--- config.mk ---
export PLATFORM = sky130hd
export DESIGN_NAME = isw_irq_wake
export DESIGN_NICKNAME = d
export VERILOG_FILES = /design/src/logic/isw_pkg.sv /design/src/logic/isw_edge_sync.sv /design/src/logic/isw_irq_wake.sv
export SDC_FILE = /design/constraint.sdc
export NUM_CORES = 1
export LEC_CHECK = 0
export BUFFER_PORTS_ARGS = -buffer_cell sky130_fd_sc_hd__buf_2
export CORE_MARGIN = 4
export CORE_UTILIZATION = 50
export DETAILED_ROUTE_END_ITERATION = 16
export GPL_TIMING_DRIVEN = 0
export PLACE_DENSITY = 0.79
export SLEW_MARGIN = 5
export SYNTH_ARGS = -nofsm -noshare
export SYNTH_HDL_FRONTEND = slang
export SYNTH_SLANG_ARGS = --single-unit
--- constraint.sdc ---
create_clock -name clk_sys -period 2 [get_ports clk_sys]
set_input_delay 0.1 -clock clk_sys [delete_from_list [all_inputs] [get_ports clk_sys]]
set_output_delay 0.1 -clock clk_sys [all_outputs]
set_load 0.01 [all_outputs]
--- src/logic/isw_pkg.sv ---
// package: shared constants and carrier types for the interrupt and wake block
package isw_pkg;

  // ==========================================
  // widths and field layout
  localparam int TMR_W       = 8;              // timer count width
  localparam int PS_W        = 3;              // prescale select width
  localparam int PRE_W       = 8;              // prescaler counter width
  localparam int PC_W        = 9;              // program counter width

  localparam logic [7:0] TMR_WRAP  = 8'hff;    // last count before wrap to zero
  localparam logic [7:0] TMR_ZERO  = 8'h00;    // count after wrap
  localparam logic [7:0] PRE_ZERO  = 8'h00;    // cleared prescaler
  localparam logic [7:0] PRE_ONE   = 8'h01;    // prescaler step
  localparam logic [7:0] TMR_ONE   = 8'h01;    // timer step

  // ==========================================
  // logic cell control word, cleared at every reset
  typedef struct packed {
    logic cell_on;                             // cell enabled
    logic cell_rise_irq_enable;                // rising edge gate
    logic cell_fall_irq_enable;                // falling edge gate
  } isw_cell_ctl_type;

  localparam isw_cell_ctl_type CELL_CTL_RESET = '{1'b0, 1'b0, 1'b0};

  // core-facing enables from the control registers
  typedef struct packed {
    logic global_irq_enable;                   // master enable
    logic peripheral_irq_enable;               // peripheral group enable
    logic ext_pin_irq_enable;                  // external pin enable
    logic timer_irq_enable;                    // timer overflow enable
    logic cell_irq_enable;                     // logic cell enable
  } isw_enables_type;

  // timer option fields
  typedef struct packed {
    logic            ext_edge_select;          // 1 rising, 0 falling
    logic            prescaler_assign;         // 0 gives prescaler to timer
    logic [PS_W-1:0] prescale_select;          // ratio 1:2 .. 1:256
    logic            counter_mode;             // 1 counts external clock input
  } isw_option_type;

  // flags seen by software
  typedef struct packed {
    logic ext_pin_irq_flag;                    // external edge seen
    logic timer_overflow_flag;                 // timer wrapped
    logic cell_irq_flag;                       // logic cell edge seen
  } isw_flags_type;

endpackage

--- src/logic/isw_edge_sync.sv ---
// three-stage pin synchroniser with agreement-qualified change output
`timescale 1ns/10ps
module isw_edge_sync (
  input  wire logic clk_sys,                   // instruction clock
  input  wire logic rst,                       // async reset, high
  input  wire logic pin_in,                    // asynchronous pin
  output logic      level_out,                 // filtered level
  output logic      rise_pulse,                // one cycle on rise
  output logic      fall_pulse                 // one cycle on fall
);

  logic [2:0] sync_reg;                        // stage 0 feeds stage 1 only
  logic [2:0] sync_next;                       // shifted samples
  logic       level_reg;                       // accepted level
  logic       level_next;                      // next accepted level
  logic       rise_reg;                        // registered rise
  logic       rise_next;                       // next rise
  logic       fall_reg;                        // registered fall
  logic       fall_next;                       // next fall

  // ==========================================
  // change accepted once stages 1 and 2 agree
  always_comb begin
    sync_next  = {sync_reg[1:0], pin_in};
    level_next = level_reg;
    rise_next  = 1'b0;
    fall_next  = 1'b0;
    if (sync_reg[1] == sync_reg[2] && sync_reg[2] != level_reg) begin
      level_next = sync_reg[2];
      rise_next  = sync_reg[2];
      fall_next  = ~sync_reg[2];
    end
  end

  // ==========================================
  // registers only
  always_ff @(posedge clk_sys or posedge rst) begin
    if (rst) begin
      sync_reg  <= 3'h0;
      level_reg <= 1'b0;
      rise_reg  <= 1'b0;
      fall_reg  <= 1'b0;
    end else begin
      sync_reg  <= sync_next;
      level_reg <= level_next;
      rise_reg  <= rise_next;
      fall_reg  <= fall_next;
    end
  end

  assign level_out  = level_reg;
  assign rise_pulse = rise_reg;
  assign fall_pulse = fall_reg;

endmodule

--- src/logic/isw_irq_wake.sv ---
// interrupt sources, timer with prescaler, logic cell edges, vectoring and wake
`timescale 1ns/10ps
// How it works
// - wake only from clockless sources enabled beforehand
// - wake vectors if global enable, else continues
// - instruction after sleep runs before vector
// - external pin gives edge interrupt, enable gated
// - edge select: one rising, zero falling
// - valid edge sets flag; enables redirect
// - only return address pushed on entry
// - prescaler belongs to timer when assign zero
// - eight ratios 1:2 to 1:256
// - timer write clears hidden prescaler when assign zero
// - wrap from ff sets overflow flag
// - overflow flag cleared only by software
// - external count edge sampled at q2, q4 when assign one, only at q4 via prescaler
// - rise and fall detectors on cell output
// - gated cell edge sets cell flag
// - cell interrupt needs on plus cell and peripheral enables, global to vector
// - edge during clear keeps flag set
// - reset clears all registers, cell control included
module isw_irq_wake #(
  parameter int TMR_W = isw_pkg::TMR_W         // timer width
) (
  input  wire logic                      clk_sys,          // instruction clock
  input  wire logic                      rst,              // async reset, high
  input  wire logic                      q2_phase,         // q2 phase enable pulse
  input  wire logic                      q4_phase,         // q4 phase enable pulse
  input  wire logic                      ext_irq_pin,      // external interrupt pin
  input  wire logic                      timer_ext_clock_in, // external timer clock pin
  input  wire logic                      cell_out,         // logic cell output, same clock
  input  wire isw_pkg::isw_enables_type  enables,          // enable bits
  input  wire isw_pkg::isw_option_type   option,           // option fields
  input  wire isw_pkg::isw_cell_ctl_type cell_ctl_wdata,   // cell control write data
  input  wire logic                      cell_ctl_we,      // cell control write strobe
  input  wire isw_pkg::isw_flags_type    flag_clear,       // software flag clears, pulses
  input  wire logic                      timer_we,         // software write of timer
  input  wire logic [TMR_W-1:0]          timer_wdata,      // timer write data
  input  wire logic                      sleep_exec,       // core executes sleep
  input  wire logic                      instr_done,       // core retires an instruction
  input  wire logic                      vector_ack,       // core took the vector
  input  wire logic [isw_pkg::PC_W-1:0]  return_pc,        // address to resume at
  output logic                           sleeping,         // device in sleep
  output logic                           wake_pulse,       // one cycle at wake
  output logic                           vector_req,       // branch to vector
  output logic                           stack_push,       // push return pc, one cycle
  output logic [isw_pkg::PC_W-1:0]       stack_data,       // pushed return pc
  output isw_pkg::isw_flags_type         flags,            // interrupt flags
  output isw_pkg::isw_cell_ctl_type      cell_ctl,         // cell control register
  output logic [TMR_W-1:0]               timer_count_reg   // timer count
);

  typedef enum logic [1:0] {
    ISW_RUN,                                   // normal execution
    ISW_SLEEP,                                 // clock gated, waiting for wake
    ISW_POST                                   // running the instruction after sleep
  } isw_state_type;

  // ==========================================
  // pin synchronisers
  logic ext_rise;                              // pin rising, synced
  logic ext_fall;                              // pin falling, synced
  logic tck_level;                             // timer clock level, synced

  isw_edge_sync u_ext_sync (
    .clk_sys    (clk_sys),
    .rst        (rst),
    .pin_in     (ext_irq_pin),
    .level_out  (),
    .rise_pulse (ext_rise),
    .fall_pulse (ext_fall)
  );

  isw_edge_sync u_tck_sync (
    .clk_sys    (clk_sys),
    .rst        (rst),
    .pin_in     (timer_ext_clock_in),
    .level_out  (tck_level),
    .rise_pulse (),
    .fall_pulse ()
  );

  // ==========================================
  // state
  isw_state_type              state_reg;       // sleep state
  isw_state_type              state_next;      // next sleep state
  isw_pkg::isw_flags_type     flags_reg;       // sticky flags
  isw_pkg::isw_flags_type     flags_next;      // next flags
  isw_pkg::isw_cell_ctl_type  cell_ctl_reg;    // cell control
  isw_pkg::isw_cell_ctl_type  cell_ctl_next;   // next cell control
  logic [TMR_W-1:0]           tmr_reg;         // timer count
  logic [TMR_W-1:0]           tmr_next;        // next timer count
  logic [isw_pkg::PRE_W-1:0]  pre_reg;         // hidden prescaler count
  logic [isw_pkg::PRE_W-1:0]  pre_next;        // next prescaler count
  logic                       pre_out_reg;     // prescaler output sampled at q2/q4
  logic                       pre_out_next;    // next sample
  logic                       cell_prev_reg;   // cell output one clock ago
  logic                       vec_reg;         // vector request
  logic                       vec_next;        // next vector request
  logic                       push_reg;        // stack push
  logic                       push_next;       // next stack push
  logic [isw_pkg::PC_W-1:0]   sdata_reg;       // pushed pc
  logic [isw_pkg::PC_W-1:0]   sdata_next;      // next pushed pc
  logic                       wake_reg;        // wake pulse
  logic                       wake_next;       // next wake pulse
  logic                       sleep_reg;       // registered copy of the sleep state for the output

  // prescaler tap for ratio 1:2^(sel+1)
  function automatic logic pre_tap(input logic [isw_pkg::PRE_W-1:0] cnt,
                                   input logic [isw_pkg::PS_W-1:0]  sel);
    pre_tap = cnt[sel];
  endfunction

  // ==========================================
  // edge and interrupt terms
  logic ext_edge;                              // selected external edge
  logic cell_rise;                             // cell output rising
  logic cell_fall;                             // cell output falling
  logic cell_edge;                             // gated cell edge
  logic count_src;                             // raw count source level
  logic count_edge;                            // timer increment event
  logic tmr_wrap;                              // timer wraps this cycle
  logic ext_pend;                              // external pending and enabled
  logic tmr_pend;                              // timer pending and enabled
  logic cell_pend;                             // cell pending and enabled
  logic irq_pend;                              // any enabled interrupt
  logic wake_src;                              // sleep-capable source pending

  always_comb begin
    ext_edge  = option.ext_edge_select ? ext_rise : ext_fall;
    cell_rise = cell_out & ~cell_prev_reg;
    cell_fall = ~cell_out & cell_prev_reg;
    cell_edge = cell_ctl_reg.cell_on &
                ((cell_rise & cell_ctl_reg.cell_rise_irq_enable) |
                 (cell_fall & cell_ctl_reg.cell_fall_irq_enable));
    count_src = option.counter_mode ? tck_level : 1'b1;
    if (option.prescaler_assign == 1'b0) begin
      count_edge = (q2_phase | q4_phase) &
                   pre_tap(pre_reg, option.prescale_select) & ~pre_out_reg;
    end else begin
      count_edge = option.counter_mode ? ((q2_phase | q4_phase) & tck_level & ~pre_out_reg)
                                       : q4_phase;
    end
    count_edge = count_edge & (state_reg != ISW_SLEEP);
    tmr_wrap   = count_edge & (tmr_reg == isw_pkg::TMR_WRAP) & ~timer_we;
    ext_pend   = flags_reg.ext_pin_irq_flag & enables.ext_pin_irq_enable;
    tmr_pend   = flags_reg.timer_overflow_flag & enables.timer_irq_enable;
    cell_pend  = flags_reg.cell_irq_flag & enables.cell_irq_enable &
                 enables.peripheral_irq_enable;
    irq_pend   = ext_pend | tmr_pend | cell_pend;
    wake_src   = ext_pend | cell_pend;
  end

  // ==========================================
  // next-state for timer, flags, cell control
  always_comb begin
    pre_next      = pre_reg;
    pre_out_next  = pre_out_reg;
    tmr_next      = tmr_reg;
    flags_next    = flags_reg;
    cell_ctl_next = cell_ctl_reg;
    if (cell_ctl_we) begin
      cell_ctl_next = cell_ctl_wdata;
    end
    // prescaler counts q4 pulses, in counter mode only while tck_level high and pre_out_reg low; output sampled on q2 and q4
    if ((q2_phase | q4_phase) && state_reg != ISW_SLEEP) begin
      if (option.prescaler_assign == 1'b0) begin
        pre_out_next = pre_tap(pre_reg, option.prescale_select);
        if (option.counter_mode ? q4_phase & tck_level & ~pre_out_reg : q4_phase) begin
          pre_next = pre_reg + isw_pkg::PRE_ONE;
        end
      end else begin
        pre_out_next = count_src;
      end
    end
    if (count_edge) begin
      tmr_next = tmr_reg + TMR_W'(isw_pkg::TMR_ONE);
    end
    if (timer_we) begin
      tmr_next = timer_wdata;
      if (option.prescaler_assign == 1'b0) begin
        pre_next = isw_pkg::PRE_ZERO;
      end
    end
    // clears first, then sets so a same-cycle event wins
    if (flag_clear.ext_pin_irq_flag)    flags_next.ext_pin_irq_flag    = 1'b0;
    if (flag_clear.timer_overflow_flag) flags_next.timer_overflow_flag = 1'b0;
    if (flag_clear.cell_irq_flag)       flags_next.cell_irq_flag       = 1'b0;
    if (ext_edge)  flags_next.ext_pin_irq_flag    = 1'b1;
    if (tmr_wrap)  flags_next.timer_overflow_flag = 1'b1;
    if (cell_edge) flags_next.cell_irq_flag       = 1'b1;
  end

  // ==========================================
  // sleep, wake and vectoring sequence
  always_comb begin
    state_next = state_reg;
    vec_next   = vec_reg & ~vector_ack;
    push_next  = 1'b0;
    sdata_next = sdata_reg;
    wake_next  = 1'b0;
    unique case (state_reg)
      ISW_RUN: begin
        if (sleep_exec) begin
          state_next = ISW_SLEEP;
        end else if (irq_pend && enables.global_irq_enable && !vec_reg && instr_done) begin
          vec_next   = 1'b1;
          push_next  = 1'b1;
          sdata_next = return_pc;
        end
      end
      ISW_SLEEP: begin
        if (wake_src) begin
          state_next = ISW_POST;
          wake_next  = 1'b1;
        end
      end
      ISW_POST: begin
        if (instr_done) begin
          state_next = ISW_RUN;
          if (enables.global_irq_enable && irq_pend) begin
            vec_next   = 1'b1;
            push_next  = 1'b1;
            sdata_next = return_pc;
          end
        end
      end
    endcase
  end

  // ==========================================
  // registers only; reset clears cell control, selection logic lives elsewhere
  always_ff @(posedge clk_sys or posedge rst) begin
    if (rst) begin
      state_reg     <= ISW_RUN;
      flags_reg     <= '0;
      cell_ctl_reg  <= isw_pkg::CELL_CTL_RESET;
      tmr_reg       <= '0;
      pre_reg       <= isw_pkg::PRE_ZERO;
      pre_out_reg   <= 1'b0;
      cell_prev_reg <= 1'b0;
      vec_reg       <= 1'b0;
      push_reg      <= 1'b0;
      sdata_reg     <= '0;
      wake_reg      <= 1'b0;
      sleep_reg     <= 1'b0;
    end else begin
      state_reg     <= state_next;
      flags_reg     <= flags_next;
      cell_ctl_reg  <= cell_ctl_next;
      tmr_reg       <= tmr_next;
      pre_reg       <= pre_next;
      pre_out_reg   <= pre_out_next;
      cell_prev_reg <= cell_out;
      vec_reg       <= vec_next;
      push_reg      <= push_next;
      sdata_reg     <= sdata_next;
      wake_reg      <= wake_next;
      sleep_reg     <= (state_next == ISW_SLEEP);               // tracks state_reg, but as a plain flop
    end
  end

  // outputs straight from flip-flops
  assign sleeping        = sleep_reg;
  assign wake_pulse      = wake_reg;
  assign vector_req      = vec_reg;
  assign stack_push      = push_reg;
  assign stack_data      = sdata_reg;
  assign flags           = flags_reg;
  assign cell_ctl        = cell_ctl_reg;
  assign timer_count_reg = tmr_reg;

endmodule

## Word-level counts from Yosys, hierarchy flattened

Cells that the tools add are included.

| word-level totals | value |
|---|---|
| register bits after elaboration | 49 |
| latch bits | 0 |
| RAM bits | 0 |
| bits in read-only memories | 0 |
| bits of input ports | 46 |
| logic and storage cells | 126 |
| memories kept | 0 |

| cells by class | value |
|---|---|
| $add $sub $neg | 2 |
| multiply operators | 0 |
| divide/modulo/power cells | 0 |
| magnitude comparators | 1 |
| equality and inequality tests | 13 |
| shift-type cells | 0 |
| multiplexer cells | 44 |
| bitwise operators | 30 |
| reductions and logical operators | 14 |

Operator list:

| kind | count |
|---|---|
| 8-bit 2-to-1 mux | 7 |
| 9-bit 2-to-1 mux | 4 |
| 1-bit 2-to-1 mux | 25 |
| 1-bit AND | 19 |
| 9-bit one-hot mux with 2 select lines | 1 |
| 8-bit by 1-bit adder with 8-bit output, second input constant | 2 |
| 2-bit nonzero test | 5 |
| 8-bit equality test, second input constant | 1 |
| 2-bit inequality test, second input constant | 4 |
| 1-bit logical AND | 6 |
| 2-bit 2-to-1 mux | 3 |
| 1-bit inverter | 6 |
| 2-bit one-hot mux with 3 select lines | 1 |
| 1-bit OR | 5 |
| 5-bit AND reduction | 1 |
| 2-bit by 1-bit equality test with 1-bit output, second input constant | 2 |
| 3-bit by 4-bit less-than comparator with 1-bit output, second input constant | 1 |
| 1-bit one-hot mux with 2 select lines | 2 |
| 1-bit binary-select mux with 3-bit select | 1 |
| 1-bit equality test | 2 |
| 2-bit equality test, second input constant | 1 |
| 2-bit logical NOT | 1 |
| 1-bit inequality test | 2 |
| 2-bit by 1-bit inequality test with 1-bit output, second input constant | 1 |
| 1-bit logical NOT | 1 |

## Logic depth before layout (Yosys ltp)

Gate-level depths: netlist of run 1.

| depth | value |
|---|---|
| depth after elaboration | 9 |
| gate-level depth with buffers | 7 |
| mapped depth without buffers | 7 |

## By module

Synthesis of run 1 repeated with hierarchy kept, for this count alone.

| unflattened totals | value |
|---|---|
| cell total of the unflattened synthesis | 209 |
| area, all modules | 2313.5 sq um |

Modules (own cells, without submodules):

| module | instances | cells an instance | area an instance (sq um) | seq. area each (sq um) |
|---|---|---|---|---|
| isw_irq_wake | 1 | 189 | 1948.1 | 975.9 |
| isw_edge_sync | 2 | 10 | 182.7 | 150.1 |

## Least setup slack after synthesis of run 1

No wires, ideal clock.

| timing | value |
|---|---|
| kind | flip-flop to flip-flop |
| from | register pre_reg[2] (netlist name) |
| to | register tmr_reg[3], in the netlist timer_count_reg[3] |
| setup time | 0.124 ns |
| arrival time | 1.629 ns |
| setup slack | 0.248 ns |
| stages on the path, launching flop included | 6 |
| buffers on the path | 0 |
| cells stage by stage | dfrtp_1 -> mux4_1 -> and2_4 -> o2111ai_4 -> nor4_1 -> o31a_1 |

| on the way | value |
|---|---|
| cells in the longest elaborated chain, start to end | 7 |

RTL lines:

| element | RTL line | RTL |
|---|---|---|
| from (decl) | isw_irq_wake.sv:93 | `logic [isw_pkg::PRE_W-1:0] pre_reg;` |
| from (signal assigned) | isw_irq_wake.sv:239 | `pre_reg <= isw_pkg::PRE_ZERO;` |
| from (signal assigned) | isw_irq_wake.sv:252 | `pre_reg <= pre_next;` |
| 1-bit binary-select mux with 3-bit select | isw_irq_wake.sv:111 | `pre_tap = cnt[sel];` |
| 1-bit 2-to-1 mux (implied by the code) | isw_irq_wake.sv:111 |  |
| 1-bit AND | isw_irq_wake.sv:138 | `count_edge = (q2_phase \| q4_phase) &` |
| 1-bit AND | isw_irq_wake.sv:139 | `pre_tap(pre_reg, option.prescale_select) & ~pre_out_reg;` |
| 1-bit 2-to-1 mux | isw_irq_wake.sv:137 | `if (option.prescaler_assign == 1'b0) begin` |
| 1-bit AND | isw_irq_wake.sv:144 | `count_edge = count_edge & (state_reg != ISW_SLEEP);` |
| 2-bit nonzero test (no line) | -- |  |
| to (signal assigned) | isw_irq_wake.sv:251 | `tmr_reg <= tmr_next;` |
| to (decl) | isw_irq_wake.sv:91 | `logic [TMR_W-1:0] tmr_reg;` |

No other way between the ends. The select of a mux whose other input is x is not followed.
A chain may end at the register's enable or synchronous reset.

## Worst setup path after layout of run 1

| timing | value |
|---|---|
| from | register pre_reg[2] (netlist name) |
| to | register tmr_reg[0], in the netlist timer_count_reg[0] |

The elaborated chain is that of the path after synthesis.

==> run metrics, run 1 <==
DRT Wirelength=5.119 mm; die width=75.89 um; Achievable Freq=0.5314 GHz; TritonCTS buffer count=5; fin crit share=94.09%; clock latency on the worst-skew pair=0.30 ns; core footprint=4414 um^2; Area Growth Syn to Fin=27.14%; crit path to=timer_count_reg[0]; Mapped Cells=211; CP endpoint kind=flip-flop; Pwr Density=934.0 nW/um^2; CP Max Fanout=6; initial cell density of the core=52.21%; DRT Pass-1 Iters=4; worst min-delay path class=input port to flip-flop; DR vias=1921; Final Power=2737 uW; Final Hold Viols=0; leakage power=0.001420 uW; hpwl dp=3.725 mm; Peak supply drop=0.0005524 V; worst path required time=2.17 ns; arrival time at the worst endpoint=2.05 ns; outcome=finished clean; row count=24; Critical path origin=pre_reg[2]; R2R cell count=5; sequential area share after synthesis=53.20%; synthesized flop and latch total=49; post-layout minimum cycle time=1.882 ns; Post-synth ARST share=100.0%; r2r setup slk=0.12 ns; share of layout cells above drive strength 1=35.33%; Syn Std Cell Area=2305 um^2; number of synthesized flops with an enable pin=0; Placer Congestion=0.8321; Routed Antenna Nets=0; ys flop type=dfrtp_1; max cap viols=0; GRT Total Usage=18.75%; Yosys cell types=43; Iter 0 DRT Violations=122; number of global-route vias before repair=1810; postcts setup bufs=0; Final Cell Area=2930 um^2; largest net degree at the start of global routing=30; Clock Skew=0.005989 ns; Clock transition at path regs=0.09 ns; global-route wire length before repair=8.135 mm; Vias/cell=5.457; # nets final=350; Slew Limit Fails=0; DRC viols=0; Slew @ Worst Pin=0.4966 ns; Port-buffer cells=72; clk sink count=49; die height=75.89 um; Mapped Nets=262; Cell Area, Placed=2750 um^2; final setup vio count=0; total die area=5759 um^2; endpoint of the worst-slack reg-to-reg timing path=timer_count_reg[0]; IO Count=73; TritonCTS clock tree=yes; initial antenna violation count=0; relative slew slack=66.86%; ANT cells=0; fin util=66.38%; total congestion overflow=0; drt wl/cell=14.54 um; TNS Setup=0 ns; startpoint class of the critical path=flip-flop; WS Path Type=flip-flop to flip-flop; worst hold slack=0.007115 ns; count leader, synth=dfrtp_1; Synthesis Warnings=0; post-synth top area share=53.20%; synth top area cells=dfrtp_1 (53%), mux2_2 (6.4%), o21ai_0 (5.0%); R2R Path Start=pre_reg[2]; H-tree depth=2; Longest Clk Path Bufs=2; Avg Cell Area, Syn=10.92 um^2; Hold Startpoint=timer_wdata[0]; RSZ-0062 raised after global routing=false; Yosys top cell by area=dfrtp_1; clk root buf=clkbuf_8; most frequent cells after synthesis=dfrtp_1 (49), o21ai_0 (23), nand2_1 (18)
==> where the power goes <==
part / internal, uW / switching, uW / total (uW) / leakage [uW]
Sequential: 1180 / 128 / 1310 / 0.000619
Clock: 247 / 337 / 584 / 0.0000374
Combinational: 386 / 460 / 847 / 0.000764
Total: 1810 / 925 / 2740 / 0.00142
==> worst min-delay path by stage <==
| stage | endpoint | slack (ns) | depth (start not counted) |
|---|---|---|---|
| 5_1_grt | stack_data[6] | 0.006 | 2 |
| 3_3_place_gp | u_tck_sync.sync_reg[0] | 0.21 | 1 |
| 4_1_cts | timer_count_reg[0] | 0.001 | 3 |
| 6_report | timer_count_reg[0] | 0.007 | 3 |
| 2_1_floorplan | cell_prev_reg | 0.13 | 0 |
| 3_5_place_dp | flags[2] | 0.14 | 2 |
==> cells by family (layout without fill, tap and decap cells) <==
kind of cell             after synthesis  count (layout)  synth area share [%]
multiplexers                          18              18                 9.229
AO/OA/AOI/OAI                         52              53                 15.85
AND/OR/NAND/NOR                       66              66                 14.39
adder cells (fa/ha/maj)                7               7                 3.583
flip-flops                            49              49                 53.20
buffers and inverters                 16             104                 2.606
XOR/XNOR                               3               3                 1.140
==> worst max-delay path: stages (launching register included) <==
cell and delay (ns):
dfrtp_1 0.44, mux4_1 0.51, and2_4 0.20, o2111a_1 0.36
xnor2_1 0.16, o21ai_0 0.08
==> area by class of cell <==
type | count | area [um^2]
fill | 368 | 1484
inverter | 15 | 56.30
clock inverter | 2 | 15.01
timing repair buffer | 80 | 450.4
clock buffer | 6 | 72.57
buffer | 1 | 3.754
tap | 52 | 65.06
multi-input combinational | 147 | 1041
sequential | 49 | 1226
==> metrics by stage <==
step	std cells	setup WS, ns
2_1_floorplan	211	0.2476
3_3_place_gp	335	0.1076
3_5_place_dp	336	0.1198
4_1_cts	351	0.09313
5_1_grt	352	0.005708
6_report	352	0.1182
==> metal layers <==
metal	wire length [um]	global-route usage, %
met2	2597	32.60
met5	0	0
met1	2081	22.77
met3	358	3.958
met4	82	6.990
==> layout by cell type, fill, tap and decap left out, types with 3 or more instances in the layout <==
master,count
dlygate4sd3_1,7
nand2_1,17
nor3_1,3
buf_2,72
mux2i_1,4
nor2b_1,5
a31oi_1,3
nor2_1,14
o21ai_0,22
clkbuf_8,5
and3_1,3
ha_1,5
xnor2_1,3
a21oi_1,5
a21o_1,3
inv_1,12
dfrtp_1,49
o31ai_1,3
mux2_2,13
nand3_1,8
==> timing repair <==
| action | CTS | global route |
|---|---|---|
| endpoints found under the setup margin | 0 | 13 |
| hold endpoints to repair | 26 | 0 |
| hold buffers | 7 | 0 |
| gates resized for setup | 0 | 4 |
No activity file was read; power rests on OpenSTA's default activity.
==> run 2, diff against run 1 <==
--- a/config.mk
+++ b/config.mk
@@ -5,9 +5,12 @@
 export SDC_FILE = /design/constraint.sdc
 export NUM_CORES = 1
 export LEC_CHECK = 0
+export ABC_AREA = 1
 export BUFFER_PORTS_ARGS = -buffer_cell sky130_fd_sc_hd__buf_2
 export CORE_MARGIN = 4
-export CORE_UTILIZATION = 50
+export CORE_UTILIZATION = 51
+export CTS_BUF_LIST = sky130_fd_sc_hd__clkbuf_8 sky130_fd_sc_hd__clkbuf_16
+export CTS_CLUSTER_SIZE = 25
 export DETAILED_ROUTE_END_ITERATION = 16
 export GPL_TIMING_DRIVEN = 0
 export PLACE_DENSITY = 0.79
==> run 2 against run 1 <==
Against the previous run:
- non-clock buffer count up 2
- worst hold slack about the same
- clock skew rose by 0.0014 ns
- critical path depth grew 2
- wire length rose by 1.4%
- highest routed layer unchanged
==> run metrics, run 2 <==
Slew @ Worst Pin=0.3159 ns; Yosys cell types=35; ANT cells=0; Placer Congestion=0.7836; relative slew slack=78.89%; number of fill cells=372; die height=76.90 um; initial cell density of the core=54.11%; TritonCTS clock tree=yes; total congestion overflow=0; Peak supply drop=0.0005456 V; most common cell after layout, fill and taps aside=nand2_1; sequential area share after synthesis=50.65%; count leader, synth=nand2_1; Achievable Freq=0.6170 GHz; synthesized flop and latch total=49; total die area=5914 um^2; leakage power=0.001675 uW; Longest Clk Path Bufs=2; IO Count=73; WS Path Type=flip-flop to flip-flop; Final Cell Area=3027 um^2; Syn Std Cell Area=2421 um^2; arrival time at the worst endpoint=1.82 ns; largest net degree at the start of global routing=37; startpoint class of the critical path=flip-flop; most frequent cells in the layout=nand2_1 (97), buf_2 (74), dfrtp_1 (49); Cell Area, Placed=2861 um^2; drt wl/cell=12.16 um; Clock Skew=0.007420 ns; Iter 0 DRT Violations=122; fin crit share=81.04%; Area Growth Syn to Fin=25.01%; share of layout cells above drive strength 1=27.73%; number of synthesized flops with an enable pin=0; # nets final=425; row count=24; CP endpoint kind=flip-flop; worst min-delay path class=input port to flip-flop; post-layout minimum cycle time=1.621 ns; hpwl dp=4.088 mm; Pwr Density=893.9 nW/um^2; number of global-route vias before repair=2116; clk root buf=clkbuf_8; DRC viols=0; post-synth top area share=50.65%; final setup vio count=0; worst path required time=2.19 ns; clk sink count=49; core footprint=4474 um^2; H-tree depth=2; DR vias=2154; Yosys top cell by area=dfrtp_1; DRT Pass-1 Iters=4; Mapped Nets=339; CP Max Fanout=10; ys flop type=dfrtp_1; die width=76.90 um; TNS Setup=0 ns; GRT Total Usage=18.60%; Port-buffer cells=71; Final Hold Viols=0; initial antenna violation count=0; Vias/cell=5.044; Mapped Cells=288; Synthesis Warnings=0; clock latency on the worst-skew pair=0.30 ns; Slew Limit Fails=0; Clock transition at path regs=0.09 ns; synth top area cells=dfrtp_1 (51%), nand2_1 (15%), nand3_1 (7.0%); RSZ-0062 raised after global routing=false; max cap viols=0; most frequent cells after synthesis=nand2_1 (97), dfrtp_1 (49), nand3_1 (34); DRT Wirelength=5.191 mm; outcome=finished clean; Post-synth ARST share=100.0%; Routed Antenna Nets=0; Avg Cell Area, Syn=8.407 um^2; Gates resized, CTS repair=0; global-route wire length before repair=9.045 mm; TritonCTS buffer count=5
run 2: cell count changes in the layout (fill, tap and decap cells not counted), sizes merged, moves of 5 or more:
| cell | change |
|---|---|
| o21ai | -11 |
| nand3 | +28 |
| mux2 | -11 |
| nor2b | -5 |
| nand2 | +81 |
| inv | +20 |
run 2: worst paths after layout:
kind                       depth (start not counted)              startpoint  slack (ns)                      to
max                                                7            state_reg[1]        0.38           stack_data[0]
min                                                2           flag_clear[2]       0.007                flags[2]
max reg2reg                                        7            state_reg[1]        0.38           stack_data[0]
min reg2reg                                        0  u_ext_sync.sync_reg[0]        0.36  u_ext_sync.sync_reg[1]
max in group asynchronous                          4                     rst        1.24           stack_data[2]
min in group asynchronous                          3                     rst        0.29      timer_count_reg[2]
run 2: metal layers:
metal | GRT usage, % | share of wire (%) | vias to the layer above
li1 | - | - | 1092
met1 | 22.91 | 42 | 1004
met2 | 32.40 | 52 | 49
met3 | 3.747 | 5.0 | 9
met4 | 6.341 | 1.6 | 0
met5 | 0 | 0 | -
run 2: cell families (layout without fill, tap and decap cells):
logic type                 Yosys count  after routing  share of synthesized area, %
AOI/OAI and AO/OA                   27             27                         6.977
xor gates and xnor gates             4              4                         1.447
adders and majority gates            6              6                         2.997
buffers and inverters               38            125                         6.098
DFF                                 49             49                         50.65
muxes                                3              3                         1.344
and+or+nand+nor                    161            161                         30.49
run 2: report_power, final:
group	total, uW	switching, uW	internal [uW]
sequential	1270	118	1150
clock	605	351	255
combinational	833	503	330
total	2710	972	1730
run 2: per-stage QoR:
| step | instances | power, uW | utilization, % | worst slack [ns] | hold WS [ns] |
|---|---|---|---|---|---|
| final | 427 | 2706 | 67.65 | 0.3792 | 0.007114 |
| after floorplan | 288 | 1822 | - | 0.6673 | 0.1314 |
| after CTS | 427 | 2733 | 67.65 | 0.3935 | 0.002367 |
| after detailed placement | 412 | 2115 | 63.95 | 0.3984 | 0.07379 |
| after global placement | 411 | 2087 | 63.51 | 0.1241 | 0.2088 |
| after global routing | 427 | 2922 | 67.65 | 0.2553 | 0.004921 |
run 2: cell type report:
type | count | area [um^2] | area share (%)
buffer | 4 | 20.02 | 0.6614
clock buffer | 5 | 68.82 | 2.274
clock inverter | 3 | 26.28 | 0.8681
inverter | 34 | 127.6 | 4.217
multi-input combinational | 201 | 1047 | 34.60
sequential | 49 | 1226 | 40.51
tap | 52 | 65.06 | 2.150
timing repair buffer | 79 | 445.4 | 14.72
run 2: what timing repair did:
action | 4_1_cts | 5_1_grt
hold buffers | 7 | 0
setup buffers | 0 | 0
hold endpoints to repair | 19 | 0
endpoints found under the setup margin | 0 | 0
run 2: critical path, stage by stage, from the launching register on:
cell and delay (ns):
dfrtp_1 0.40, inv_1 0.11, ha_1 0.18, nand3b_1 0.10, nand2_1 0.26, nand2_1 0.27, nand2_1 0.14, nand2_1 0.06
